[config.mk]
export PLATFORM = sky130hd
export DESIGN_NAME = urx_dev_flat
export DESIGN_NICKNAME = d
export VERILOG_FILES = /design/src/pkg/urx_pkg.sv /design/src/pkg/urx_if.sv /design/src/core/urx_dev.sv /design/src/core/urx_tick.sv /design/src/flat_wrapper.sv
export SDC_FILE = /design/constraint.sdc
export NUM_CORES = 1
export LEC_CHECK = 0
export BUFFER_PORTS_ARGS = -buffer_cell sky130_fd_sc_hd__clkbuf_2
export CORE_UTILIZATION = 51
export CTS_BUF_LIST = sky130_fd_sc_hd__clkbuf_4 sky130_fd_sc_hd__clkbuf_8
export DETAILED_ROUTE_END_ITERATION = 6
export GPL_ROUTABILITY_DRIVEN = 0
export GPL_TIMING_DRIVEN = 0
export HOLD_SLACK_MARGIN = 0.02
export PLACE_DENSITY = 0.7
export SETUP_SLACK_MARGIN = 0.1
export SYNTH_ARGS = -nofsm -noshare
export SYNTH_HDL_FRONTEND = slang
export SYNTH_SLANG_ARGS = --single-unit
[constraint.sdc]
create_clock -name clk_i -period 6.4 [get_ports clk_i]
set_input_delay 0 -clock clk_i [delete_from_list [all_inputs] [get_ports clk_i]]
set_output_delay 0 -clock clk_i [all_outputs]
set_load 0.02 [all_outputs]
[src/pkg/urx_pkg.sv]
// ============================================================
// Shared constants and types for the serial receive path
package urx_pkg;

	// ============================================================
	// Register port geometry and offsets
	localparam int unsigned ADDR_W       = 3;
	localparam int unsigned DATA_W       = 8;
	localparam int unsigned BAUD_W       = 8;
	localparam logic [2:0]  ADDR_STAT_A  = 3'h0;
	localparam logic [2:0]  ADDR_CTRL_B  = 3'h1;
	localparam logic [2:0]  ADDR_CTRL_C  = 3'h2;
	localparam logic [2:0]  ADDR_DATA    = 3'h3;
	localparam logic [2:0]  ADDR_BAUD    = 3'h4;

	// ============================================================
	// Field positions
	localparam int unsigned STA_RXC      = 7;
	localparam int unsigned STA_FE       = 4;
	localparam int unsigned STA_DOR      = 3;
	localparam int unsigned STA_UPE      = 2;
	localparam int unsigned STA_U2X      = 1;
	localparam int unsigned CTB_RXCIE    = 7;
	localparam int unsigned CTB_RXEN     = 4;
	localparam int unsigned CTB_SIZE2    = 2;
	localparam int unsigned CTB_RX9      = 1;
	localparam int unsigned CTB_TX9      = 0;
	localparam int unsigned CTC_PAR_EN   = 5;
	localparam int unsigned CTC_PAR_ODD  = 4;
	localparam int unsigned CTC_STOP2    = 3;
	localparam int unsigned CTC_SIZE_HI  = 2;
	localparam int unsigned CTC_SIZE_LO  = 1;
	localparam logic [7:0]  CTB_WR_MASK  = 8'h95;
	localparam logic [7:0]  CTC_WR_MASK  = 8'h3e;

	// ============================================================
	// Reset values
	localparam logic [7:0]  RST_CTRL_B   = 8'h00;
	localparam logic [7:0]  RST_CTRL_C   = 8'h06;
	localparam logic [7:0]  RST_BAUD     = 8'h33;
	localparam logic        RST_U2X      = 1'b0;

	// ============================================================
	// Oversampling and voting
	localparam logic [4:0]  OVS_NORMAL   = 5'h10;
	localparam logic [4:0]  OVS_DOUBLE   = 5'h08;
	localparam logic [4:0]  VOTE_NORMAL  = 5'h0a;
	localparam logic [4:0]  VOTE_DOUBLE  = 5'h06;
	localparam logic [2:0]  SIZE_NINE    = 3'h7;
	localparam logic [3:0]  SIZE_BASE    = 4'h5;
	localparam logic [3:0]  NINE_BITS    = 4'h9;

	typedef enum logic [2:0] {RX_IDLE, RX_START, RX_DATA, RX_PAR, RX_STOP} urx_rx_state_t;
	typedef enum logic [2:0] {TX_IDLE, TX_START, TX_DATA, TX_PAR, TX_STOP} urx_tx_state_t;

	typedef struct packed {
		logic       fe;
		logic       dor;
		logic       pe;
		logic [8:0] data;
	} urx_entry_t;

	// Character size code to number of data bits
	function automatic logic [3:0] urx_nbits(input logic [2:0] size);
		if (size == SIZE_NINE) begin
			return NINE_BITS;
		end
		return SIZE_BASE + {2'h0, size[1:0]};
	endfunction : urx_nbits

endpackage : urx_pkg

[src/pkg/urx_if.sv]
`timescale 1ns/100ps
// ============================================================
// Serial line between remote transmitter and receiver
interface urx_if;
	logic line;
	modport dev   (input  line);
	modport xmit  (output line);
endinterface : urx_if

[src/core/urx_dev.sv]
`timescale 1ns/100ps
// ============================================================
// Receiver end: sampling, two-entry buffer, status and registers
// Functional notes
// - Software reads ninth bit before data byte
// - Data read advances buffer and its flags
// - Receive complete equals buffer holds unread data
// - Receiver disable flushes buffer, clears complete
// - Interrupt while enabled and complete set
// - Handler must read data to clear
// - Error flags stored with their frame
// - Status writes never change error flags
// - Error flags raise no interrupt
// - Frame error means first stop sampled low
// - Only first stop bit is checked
// - Overrun: buffer full, waiting char, new start
// - Overrun flag cleared by reading its frame's data
// - Parity check on enable, odd/even select
// - Parity result stored with frame
// - Parity flag only if checked at reception
// - Receiver disable aborts frame immediately
// - Disabled receiver releases the input pin
// - Software flushes by reading until empty
// - Resync per frame, filter each bit
// - Sixteen or eight samples per bit
// - Start vote on samples 8-10 or 4-6
// - Bit value by majority of centre samples
module urx_dev #(
	parameter int unsigned DEPTH = 2
) (
	input  wire logic                       clk_i,
	input  wire logic                       srst_i,
	urx_if.dev                              link,
	input  wire logic [urx_pkg::ADDR_W-1:0] addr_i,
	input  wire logic [urx_pkg::DATA_W-1:0] wdata_i,
	input  wire logic                       wr_i,
	input  wire logic                       rd_i,
	output logic [urx_pkg::DATA_W-1:0]      rdata_o,
	input  wire logic                       gie_i,
	output logic                            rx_irq_o,
	output logic                            pin_claim_o
);
	import urx_pkg::*;

	localparam int unsigned PTR_W = (DEPTH > 1) ? $clog2(DEPTH) : 1;
	localparam int unsigned CNT_W = $clog2(DEPTH + 1);

	// ============================================================
	// Registers and internal state
	logic [7:0]       ctrl_b_q, ctrl_c_q, baud_q, rdata_q;
	logic             u2x_q, irq_q, claim_q, par_q, perr_q, wait_v_q, dor_pend_q;
	urx_rx_state_t    state_q;
	logic [4:0]       cnt_q;
	logic [3:0]       bitn_q;
	logic [1:0]       smp_q;
	logic [8:0]       sh_q;
	urx_entry_t       fifo_q [DEPTH];
	logic [PTR_W-1:0] rptr_q;
	logic [CNT_W-1:0] fill_q;
	urx_entry_t       wait_q;
	logic             rxen, pen, tick, vote_now, bit_v, start_ok, done;
	logic             full, has_data, pop, push_wait, push_new, push;
	logic [3:0]       nbits;
	logic [4:0]       ovs, vlast;
	urx_entry_t       new_ent, head;
	logic [PTR_W-1:0] wptr;
	// Oversample tick, halted while the receiver is off
	urx_tick #(.DIV_W(BAUD_W)) u_tick (
		.clk_i  (clk_i),
		.srst_i (srst_i),
		.run_i  (rxen),
		.div_i  (baud_q),
		.tick_o (tick)
	);

	// ============================================================
	// Configuration decode
	assign rxen  = ctrl_b_q[CTB_RXEN];
	assign pen   = ctrl_c_q[CTC_PAR_EN];
	assign nbits = urx_nbits({ctrl_b_q[CTB_SIZE2], ctrl_c_q[CTC_SIZE_HI:CTC_SIZE_LO]});
	assign ovs   = u2x_q ? OVS_DOUBLE : OVS_NORMAL;
	assign vlast = u2x_q ? VOTE_DOUBLE : VOTE_NORMAL;

	// Bit decision on the last centre sample
	assign vote_now = tick && (state_q != RX_IDLE) && (cnt_q == vlast);
	assign bit_v    = (smp_q[1] & smp_q[0]) | (smp_q[1] & link.line)
	                | (smp_q[0] & link.line);
	assign start_ok = vote_now && (state_q == RX_START) && !bit_v;
	assign done     = vote_now && (state_q == RX_STOP);

	// ============================================================
	// Frame recovery
	always_ff @(posedge clk_i) begin
		if (srst_i || !rxen) begin
			state_q <= RX_IDLE;
			cnt_q   <= 5'h01;
			bitn_q  <= 4'h0;
		end else if (tick) begin
			if (state_q == RX_IDLE) begin
				if (!link.line) begin
					state_q <= RX_START;
					cnt_q   <= 5'h02;
				end
			end else begin
				cnt_q <= (cnt_q == ovs) ? 5'h01 : cnt_q + 5'h01;
				if (cnt_q == vlast) begin
					case (state_q)
						RX_START: begin
							state_q <= bit_v ? RX_IDLE : RX_DATA;
							bitn_q  <= 4'h0;
						end
						RX_DATA: begin
							bitn_q <= bitn_q + 4'h1;
							if (bitn_q == nbits - 4'h1) begin
								state_q <= pen ? RX_PAR : RX_STOP;
							end
						end
						RX_PAR:  state_q <= RX_STOP;
						default: state_q <= RX_IDLE;
					endcase
				end
			end
		end
	end
	// Sample history for voting
	always_ff @(posedge clk_i) begin
		if (srst_i) begin
			smp_q <= 2'h3;
		end else if (tick) begin
			smp_q <= {smp_q[0], link.line};
		end
	end
	// Data shift and parity check
	always_ff @(posedge clk_i) begin
		if (srst_i) begin
			sh_q   <= 9'h000;
			par_q  <= 1'b0;
			perr_q <= 1'b0;
		end else if (start_ok) begin
			sh_q   <= 9'h000;
			par_q  <= ctrl_c_q[CTC_PAR_ODD];
			perr_q <= 1'b0;
		end else if (vote_now && state_q == RX_DATA) begin
			sh_q  <= {bit_v, sh_q[8:1]};
			par_q <= par_q ^ bit_v;
		end else if (vote_now && state_q == RX_PAR) begin
			perr_q <= pen && (par_q != bit_v);
		end
	end
	// Completed frame as a buffer entry
	always_comb begin
		new_ent      = '0;
		new_ent.data = sh_q >> (4'(NINE_BITS - nbits));
		new_ent.fe   = !bit_v;
		new_ent.dor  = dor_pend_q;
		new_ent.pe   = perr_q;
	end

	// ============================================================
	// Receive buffer
	assign has_data  = (fill_q != '0);
	assign full      = (fill_q == CNT_W'(DEPTH));
	assign pop       = rd_i && (addr_i == ADDR_DATA) && has_data;
	assign push_wait = wait_v_q && !full;
	assign push_new  = done && !full && !wait_v_q;
	assign push      = push_wait || push_new;
	assign wptr      = PTR_W'(rptr_q + PTR_W'(fill_q));
	assign head      = has_data ? fifo_q[rptr_q] : '0;
	// Entry storage
	always_ff @(posedge clk_i) begin
		if (push) begin
			fifo_q[wptr] <= push_wait ? wait_q : new_ent;
		end
	end
	// Pointers and fill level
	always_ff @(posedge clk_i) begin
		if (srst_i || !rxen) begin
			rptr_q <= '0;
			fill_q <= '0;
		end else begin
			if (pop) begin
				rptr_q <= (rptr_q == PTR_W'(DEPTH - 1)) ? '0 : rptr_q + 1'b1;
			end
			fill_q <= fill_q + CNT_W'(push) - CNT_W'(pop);
		end
	end
	// Waiting character and overrun tracking
	always_ff @(posedge clk_i) begin
		if (srst_i || !rxen) begin
			wait_v_q   <= 1'b0;
			wait_q     <= '0;
			dor_pend_q <= 1'b0;
		end else begin
			if (push_wait) begin
				wait_v_q <= 1'b0;
			end
			if (done && (full || wait_v_q)) begin
				wait_v_q <= 1'b1;
				wait_q   <= new_ent;
			end
			if (done) begin
				dor_pend_q <= 1'b0;
			end
			if (start_ok && full && wait_v_q) begin
				dor_pend_q <= 1'b1;
				wait_v_q   <= 1'b0;
			end
		end
	end

	// ============================================================
	// Register writes
	always_ff @(posedge clk_i) begin
		if (srst_i) begin
			ctrl_b_q <= RST_CTRL_B;
			ctrl_c_q <= RST_CTRL_C;
			baud_q   <= RST_BAUD;
			u2x_q    <= RST_U2X;
		end else if (wr_i) begin
			if (addr_i == ADDR_STAT_A) begin
				u2x_q <= wdata_i[STA_U2X];
			end else if (addr_i == ADDR_CTRL_B) begin
				ctrl_b_q <= wdata_i & CTB_WR_MASK;
			end else if (addr_i == ADDR_CTRL_C) begin
				ctrl_c_q <= wdata_i & CTC_WR_MASK;
			end else if (addr_i == ADDR_BAUD) begin
				baud_q <= wdata_i;
			end
		end
	end
	// Register reads, data one cycle after the strobe
	always_ff @(posedge clk_i) begin
		if (srst_i) begin
			rdata_q <= 8'h00;
		end else if (rd_i) begin
			rdata_q <= 8'h00;
			if (addr_i == ADDR_STAT_A) begin
				rdata_q[STA_RXC] <= has_data;
				rdata_q[STA_FE]  <= head.fe;
				rdata_q[STA_DOR] <= head.dor;
				rdata_q[STA_UPE] <= head.pe;
				rdata_q[STA_U2X] <= u2x_q;
			end else if (addr_i == ADDR_CTRL_B) begin
				rdata_q          <= ctrl_b_q;
				rdata_q[CTB_RX9] <= head.data[8];
			end else if (addr_i == ADDR_CTRL_C) begin
				rdata_q <= ctrl_c_q;
			end else if (addr_i == ADDR_DATA) begin
				rdata_q <= head.data[7:0];
			end else if (addr_i == ADDR_BAUD) begin
				rdata_q <= baud_q;
			end
		end
	end
	// Interrupt request and pin ownership
	always_ff @(posedge clk_i) begin
		if (srst_i) begin
			irq_q   <= 1'b0;
			claim_q <= 1'b0;
		end else begin
			irq_q   <= ctrl_b_q[CTB_RXCIE] && gie_i && has_data;
			claim_q <= rxen;
		end
	end
	assign rdata_o     = rdata_q;
	assign rx_irq_o    = irq_q;
	assign pin_claim_o = claim_q;

endmodule : urx_dev

[src/core/urx_tick.sv]
`timescale 1ns/100ps
// ============================================================
// Oversample tick divider: one pulse every div_i+1 clocks
module urx_tick #(
	parameter int unsigned DIV_W = urx_pkg::BAUD_W
) (
	input  wire logic             clk_i,
	input  wire logic             srst_i,
	input  wire logic             run_i,
	input  wire logic [DIV_W-1:0] div_i,
	output logic                  tick_o
);
	import urx_pkg::*;

	logic [DIV_W-1:0] cnt_q;
	logic             tick_q;

	// Count up to the divisor, pulse and restart
	always_ff @(posedge clk_i) begin
		if (srst_i || !run_i) begin
			cnt_q  <= '0;
			tick_q <= 1'b0;
		end else if (cnt_q >= div_i) begin
			cnt_q  <= '0;
			tick_q <= 1'b1;
		end else begin
			cnt_q  <= cnt_q + 1'b1;
			tick_q <= 1'b0;
		end
	end

	assign tick_o = tick_q;

endmodule : urx_tick

[src/flat_wrapper.sv]
// flat-port wrapper written by rule: the top's interface ports become plain ports
module urx_dev_flat import urx_pkg::*;
#(
	parameter int unsigned DEPTH = 2
)
  (clk_i, srst_i, addr_i, wdata_i, wr_i, rd_i, rdata_o, gie_i, rx_irq_o, pin_claim_o, link_line);
  urx_if link_i ();
  input  wire logic clk_i;
  input  wire logic srst_i;
  input  wire logic [urx_pkg::ADDR_W-1:0] addr_i;
  input  wire logic [urx_pkg::DATA_W-1:0] wdata_i;
  input  wire logic wr_i;
  input  wire logic rd_i;
  output logic [urx_pkg::DATA_W-1:0] rdata_o;
  input  wire logic gie_i;
  output logic rx_irq_o;
  output logic pin_claim_o;
  input wire logic [$bits(link_i.line)-1:0] link_line;
  assign link_i.line = link_line;
  urx_dev #(.DEPTH(DEPTH)) u_core (.clk_i(clk_i), .srst_i(srst_i), .link(link_i), .addr_i(addr_i), .wdata_i(wdata_i), .wr_i(wr_i), .rd_i(rd_i), .rdata_o(rdata_o), .gie_i(gie_i), .rx_irq_o(rx_irq_o), .pin_claim_o(pin_claim_o));
endmodule
==> metrics.txt, run 1 <==
Tot Pwr 1.16 mW; PwrDens 198 mW/mm^2; Die Wd 104 um; number of flops mapped to enable cells by yosys 24; P_sw 306 uW; Peak VDD IR 0.100 mV; LEAKAGE 2.14 nW; pin count of the biggest net entering global routing 19; Hold WS 0.0655 ns; CTS tree done; antenna violations before repair 0; Yosys warnings 0; slew at the pin closest to its max-slew limit 1.09 ns; final hold violations 0; Total GRT Usage 0.233; CP top delay family buffers and inverters; placed inst area 0.00559 sq mm; DR iter-0 viols 181; most common cell in the netlist dfxtp_1; asr flop ratio synth 0; core area 0.00991 sq mm; Critical Path AT 3.31 ns; die height around 100 um; area growth from synthesis to final layout 10.7%; syn avg cell area 9.05 sq um; final WL 12,100 um; run status complete, no violations; Via Count 4,360; Comb pwr share 0.086; clk sinks approximately 100; Data required, critical path 6.60 ns; row count 36; H-tree Lvls 3; Synth top area share 0.302; Internal 859 uW; synthesis-stage register bit count around 100; area leader, netlist dfxtp_1; CTS buffer count 9; Congestion Overflow GR 0; share of layout cells above drive strength 1 0.101; vias per cell 5.67; worst-skew pair later-pin latency 0.37 ns; min Tclk post-route just over 3 ns; clock network power share 0.330; Mapped Cells 586; WL/cell 15.7 um; critical path's slowest cell dfxtp_1; Final ANT Viol Nets 0; vias in the first global route 4,243; Post-route DRC 0; setup bufs post-CTS 0; Root Driver clkbuf_8; CP Buf/Inv Count 3; hold_buf cts 11; commonest cells in the netlist dfxtp_1, nor2_1, nand2_1, a21oi_1, inv_1; IO buf count 23; Max Slew Vio Count 0; final setup fails 0; Tcrit/Tclk final 0.486; post-route design area 0.00587 sq mm; post-DP HPWL 8810 um; Worst Hold Class in -> reg; Distinct cells, synth 61; multi-input logic area between 0.002 and 0.003 sq mm; Worst slew margin 0.269; Flop pwr share 0.584; Crit Path Class reg -> reg; initial core utilization 0.535; Largest stage delay, worst path 0.46 ns; critical path peak fanout 10; fmax 321 MHz; FF+latch area 0.00232 sq mm; RSZ-0062 raised after global routing false; final total negative setup slack 0 ns; first-pass GRT wire length 20,200 um; Sw Share 0.262; clk buf depth 2; clk_skew 0.0139 ns; NumNets Final 668; Startpoint Class flip-flop; # resized after CTS 0; First-pass DRT Iterations 4; crit path cell chain ha_1 > clkbuf_1 > a21bo_2 > clkbuf_1 > inv_1 > ha_1 > nor2_1 > o221ai_1 > o22ai_1 > nor2_1 > nor2_1; fill count slightly above 900; n_diodes 0; register area share after synthesis 0.438; Synth area leaders dfxtp_1, edfxtp_1, mux2i_1; Top Ports 27; Top FF cell, synth dfxtp_1; post-synth design cell area 0.00530 sq mm; CP most frequent cell nor2_1; DIE AREA 0.0108 sq mm; Reg clk slew, reported paths 0.10 ns; syn_nets 623; max-cap viol count 0; critical path capture point type flip-flop
-- placed cells by master, fill, tap and decap left out, types with 8 or more instances in the layout --
cell,n
dfxtp_1,80
nor2_1,64
nand2_1,63
a21oi_1,31
inv_1,29
mux2i_1,27
clkbuf_1,24
edfxtp_1,24
clkbuf_2,23
ha_1,20
nor3_1,19
nand3_1,18
a211oi_1,17
o21ai_0,15
nand2b_1,13
nor2b_1,12
xor2_1,12
dlygate4sd3_1,11
mux2_2,10
xnor2_1,10
o22ai_1,9
clkbuf_8,9
nand3b_1,8
-- per-layer routing --
metal  up-vias  wire length, um  track usage
met5         -                0            0
met4         0              191       0.0724
met3        11              523       0.0388
met2       105             5690        0.384
met1      2071             5660        0.312
li1       2173                -            -
-- power by group through the flow --
stage                     combinational [mW]  clock (mW)  sequential [mW]
after detailed placement              0.0929           0            0.695
after CTS                             0.0987       0.389            0.680
final                                  0.100       0.384            0.680
after global placement                0.0907           0            0.695
after global routing                   0.111       0.417            0.681
after floorplan                       0.0632           0            0.697
-- state kept, by name, summed over array words and instances, names as in the netlist, 3 cells and up, named ones only --
name                 cells
u_core.baud_q            8
u_core.bitn_q            4
u_core.cnt_q             5
u_core.ctrl_b_q          4
u_core.ctrl_c_q          5
u_core.fifo_q           24
u_core.rdata_o           8
u_core.sh_q              9
u_core.state_q           3
u_core.u_tick.cnt_q      8
u_core.wait_q           12
-- cell families (layout without fill, tap and decap cells) --
| group | count (synthesis) | count (layout) | share of synthesized area |
|---|---|---|---|
| and+or+nand+nor | 217 | 217 | 0.192 |
| AOI/OAI and AO/OA | 124 | 124 | 0.167 |
| DFF | 104 | 104 | 0.438 |
| buffers and inverters | 61 | 111 | 0.0455 |
| muxes | 37 | 37 | 0.0722 |
| xor gates and xnor gates | 22 | 22 | 0.0363 |
| adders and majority gates | 21 | 21 | 0.0491 |
-- worst paths after layout --
kind | slack, ns | depth (start not counted) | end | startpoint
setup / recovery | 3.29 | 11 | u_core.fifo_q[1][3]$_DFFE_PP_ | u_core.ctrl_c_q[1]$_SDFFE_PP1P_
hold / removal | 0.07 | 2 | u_core.smp_q[1]$_SDFFE_PP1P_ | srst_i
setup reg to reg | 3.29 | 11 | u_core.fifo_q[1][3]$_DFFE_PP_ | u_core.ctrl_c_q[1]$_SDFFE_PP1P_
hold reg to reg | 0.46 | 2 | u_core.wait_q[7]$_SDFFE_PP0P_ | u_core.wait_q[7]$_SDFFE_PP0P_
-- layout make-up --
class / instances / area share
flip-flops and latches: 104 / 0.395
clock buffers: 9 / 0.0211
multi-input cells: 421 / 0.467
repair buffers: 34 / 0.0383
plain buffers: 32 / 0.0226
clock inverters: 7 / 0.00916
well taps: 133 / 0.0283
inverters: 29 / 0.0185
-- per-stage QoR --
step | utilization | instances | worst slack, ns
after floorplan | - | 586 | 3.99
after global placement | 0.564 | 742 | 3.49
after detailed placement | 0.564 | 742 | 3.40
after CTS | 0.593 | 769 | 3.36
after global routing | 0.593 | 769 | 3.00
final | 0.593 | 769 | 3.29
Power figures use the tool's default switching activity.
==> inputs of run 2 (changes only) <==
ABC_AREA = 1   (was default)
clock period = 3.18 ns   (was 6.4 ns; I/O delays follow)
==> metrics.txt, run 2 <==
run status complete, no violations; slew at the pin closest to its max-slew limit roughly 1.0 ns; max reg flops 24; DP Cell Count about 850; antenna violations before repair 0; most common cell after layout, fill and taps aside nand2_1; met2 usage 0.416; share of layout cells above drive strength 1 0.0919; Mapped Cells 696; Via Count 4,636; Post-route DRC 0; area leader, netlist dfxtp_1; Most Crowded Layer GR met2; Die Wd 103 um; largest registers u_core.fifo_q x24, u_core.wait_q x12, u_core.sh_q x9; Hold WS 0.0282 ns; Root Driver clkbuf_8; NumNets Final about 780; Data required, critical path 3.36 ns; fmax 373 MHz; Max Slew Vio Count 0; max-cap viol count 0; post-synth design cell area 0.00525 sq mm; CTS buffer count 9; critical path capture point type flip-flop; Critical Path AT about 2.9 ns; pin count of the biggest net entering global routing 20; final total negative setup slack 0 ns; DIE AREA 0.0107 sq mm; first-pass GRT wire length between 20,000 and 25,000 um; asr flop ratio synth 0; Crit Path Class reg -> reg; clk sinks about 100; synthesis-stage register bit count 104; initial core utilization 0.532; Worst slew margin 0.325; Synth top area share 0.305; met3 Use GR 0.0538; PwrDens 405 mW/mm^2; min Tclk post-route about 2.7 ns; Reg clk slew, reported paths about 0.11 ns; Distinct cells, synth 43; FF-to-FF Start u_core.ctrl_c_q[1]$_SDFFE_PP1P_; Peak VDD IR ~0.30 mV; First-pass DRT Iterations 5; Top FF cell, synth dfxtp_1; row count 36; WL/cell 13.7 um; worst-skew pair later-pin latency about 0.37 ns; Placement Setup Slack 0.481 ns; final setup fails 0; largest register by flop count u_core.fifo_q; area growth from synthesis to final layout 12.0%; Startpoint Class flip-flop; final hold violations 0; R2R cell count 10; HP Start link_line; Worst Hold Path EP u_core.smp_q[0]$_SDFFE_PP1P_; register area share after synthesis 0.443; most common cell in the netlist nand2_1; Congestion Overflow GR 0; Top Ports 27; DR iter-0 viols 258; H-tree Lvls 3; Final ANT Viol Nets 0; Post-Route Utilization 0.596; syn_nets 733; clk buf depth 2; die height 103 um; RSZ-0062 raised after global routing false; setup bufs post-CTS 0; final WL 12,100 um; core area 0.00986 sq mm; CTS tree done; vias per cell around 5.2; Worst Hold Class in -> reg; hold depth 5; post-DP HPWL between 8000 and 9000 um; Synth area leaders dfxtp_1, edfxtp_1, nand2_1; IO buf count 25; Final Non-Filler Cells 884; LEAKAGE 2.44 nW; vias in the first global route 4,396; reg-to-reg setup timing slack about 0.5 ns; commonest cells in the netlist nand2_1, inv_1, dfxtp_1, nor2_1, a21oi_1; met1 GRT Util 0.300; Tcrit/Tclk final 0.842; clk_skew 0.00984 ns; most frequent cells in the layout nand2_1, inv_1, dfxtp_1; Total GRT Usage 0.243; Yosys warnings 0; n_diodes 0; Crit Reg-Reg Endpoint u_core.fifo_q[0][3]$_DFFE_PP_; syn avg cell area 7.54 sq um; critical path peak fanout 12; number of flops mapped to enable cells by yosys 24; final setup margin ~0.50 ns
run 2: final cells by class:
class | instances | area (sq um)
fill | 902 | 3990
inverter | 95 | 357
buffer | 16 | 87.6
multi-input combinational | 481 | 2480
sequential | 104 | 2320
timing repair buffer | 39 | 265
tap | 133 | 166
clock inverter | 6 | 57.6
clock buffer | 10 | 138
run 2: how the worst max path moves through the flow:
stage	startpoint	to	slack, ns	cells past startpoint
final	u_core.ctrl_c_q[1]$_SDFFE_PP1P_	u_core.fifo_q[0][3]$_DFFE_PP_	0.50	10
after global routing	u_core.ctrl_c_q[1]$_SDFFE_PP1P_	u_core.fifo_q[0][3]$_DFFE_PP_	0.19	10
after CTS	u_core.ctrl_c_q[1]$_SDFFE_PP1P_	u_core.fifo_q[0][2]$_DFFE_PP_	0.45	10
after detailed placement	u_core.ctrl_c_q[1]$_SDFFE_PP1P_	u_core.fifo_q[0][2]$_DFFE_PP_	0.48	10
after global placement	u_core.ctrl_c_q[1]$_SDFFE_PP1P_	u_core.fifo_q[0][2]$_DFFE_PP_	0.55	10
after floorplan	u_core.ctrl_c_q[1]$_SDFFE_PP1P_	u_core.wait_q[7]$_SDFFE_PP0P_	1.02	10
run 2: what timing repair did:
item | CTS | global route
hold endpoints to repair | 22 | 0
hold buffers | 14 | 0
setup endpoints to repair | 0 | 2
resized for setup | 0 | 1
run 2: kinds of logic after synthesis:
| logic type | synth area share |
|---|---|
| flip-flops | 0.443 |
| AO/OA/AOI/OAI | 0.139 |
| AND/OR/NAND/NOR | 0.264 |
| XOR/XNOR | 0.0217 |
| buffers and inverters | 0.0847 |
| adder cells (fa/ha/maj) | 0.0477 |
run 2: power breakdown:
part / switching (mW) / total (mW) / internal [mW]
clock: 0.493 / 0.821 / 0.328
sequential: 0.00872 / 1.37 / 1.36
combinational: 0.124 / 0.188 / 0.0643
total: 0.625 / 2.38 / 1.76
run 2: through the flow:
stage | power [mW] | area (sq um)
after floorplan | 1.51 | 5250
after global placement | 1.57 | 5540
after detailed placement | 1.57 | 5540
after CTS | 2.39 | 5870
after global routing | 2.48 | 5880
final | 2.38 | 5880
run 2: worst max-delay path, stage by stage (launching register included):
cell,delay (ns)
dfxtp_1,0.49
ha_1,0.35
nand2_2,0.14
nand2_2,0.22
inv_2,0.14
ha_1,0.26
nor2_1,0.23
inv_1,0.08
o31ai_1,0.35
nand2_1,0.08
o21ai_0,0.13
run 2: per-layer routing:
layer	vias up	routed length (um)
li1	2367	-
met1	2126	5420
met2	119	5670
met3	24	660
met4	0	326
met5	-	0
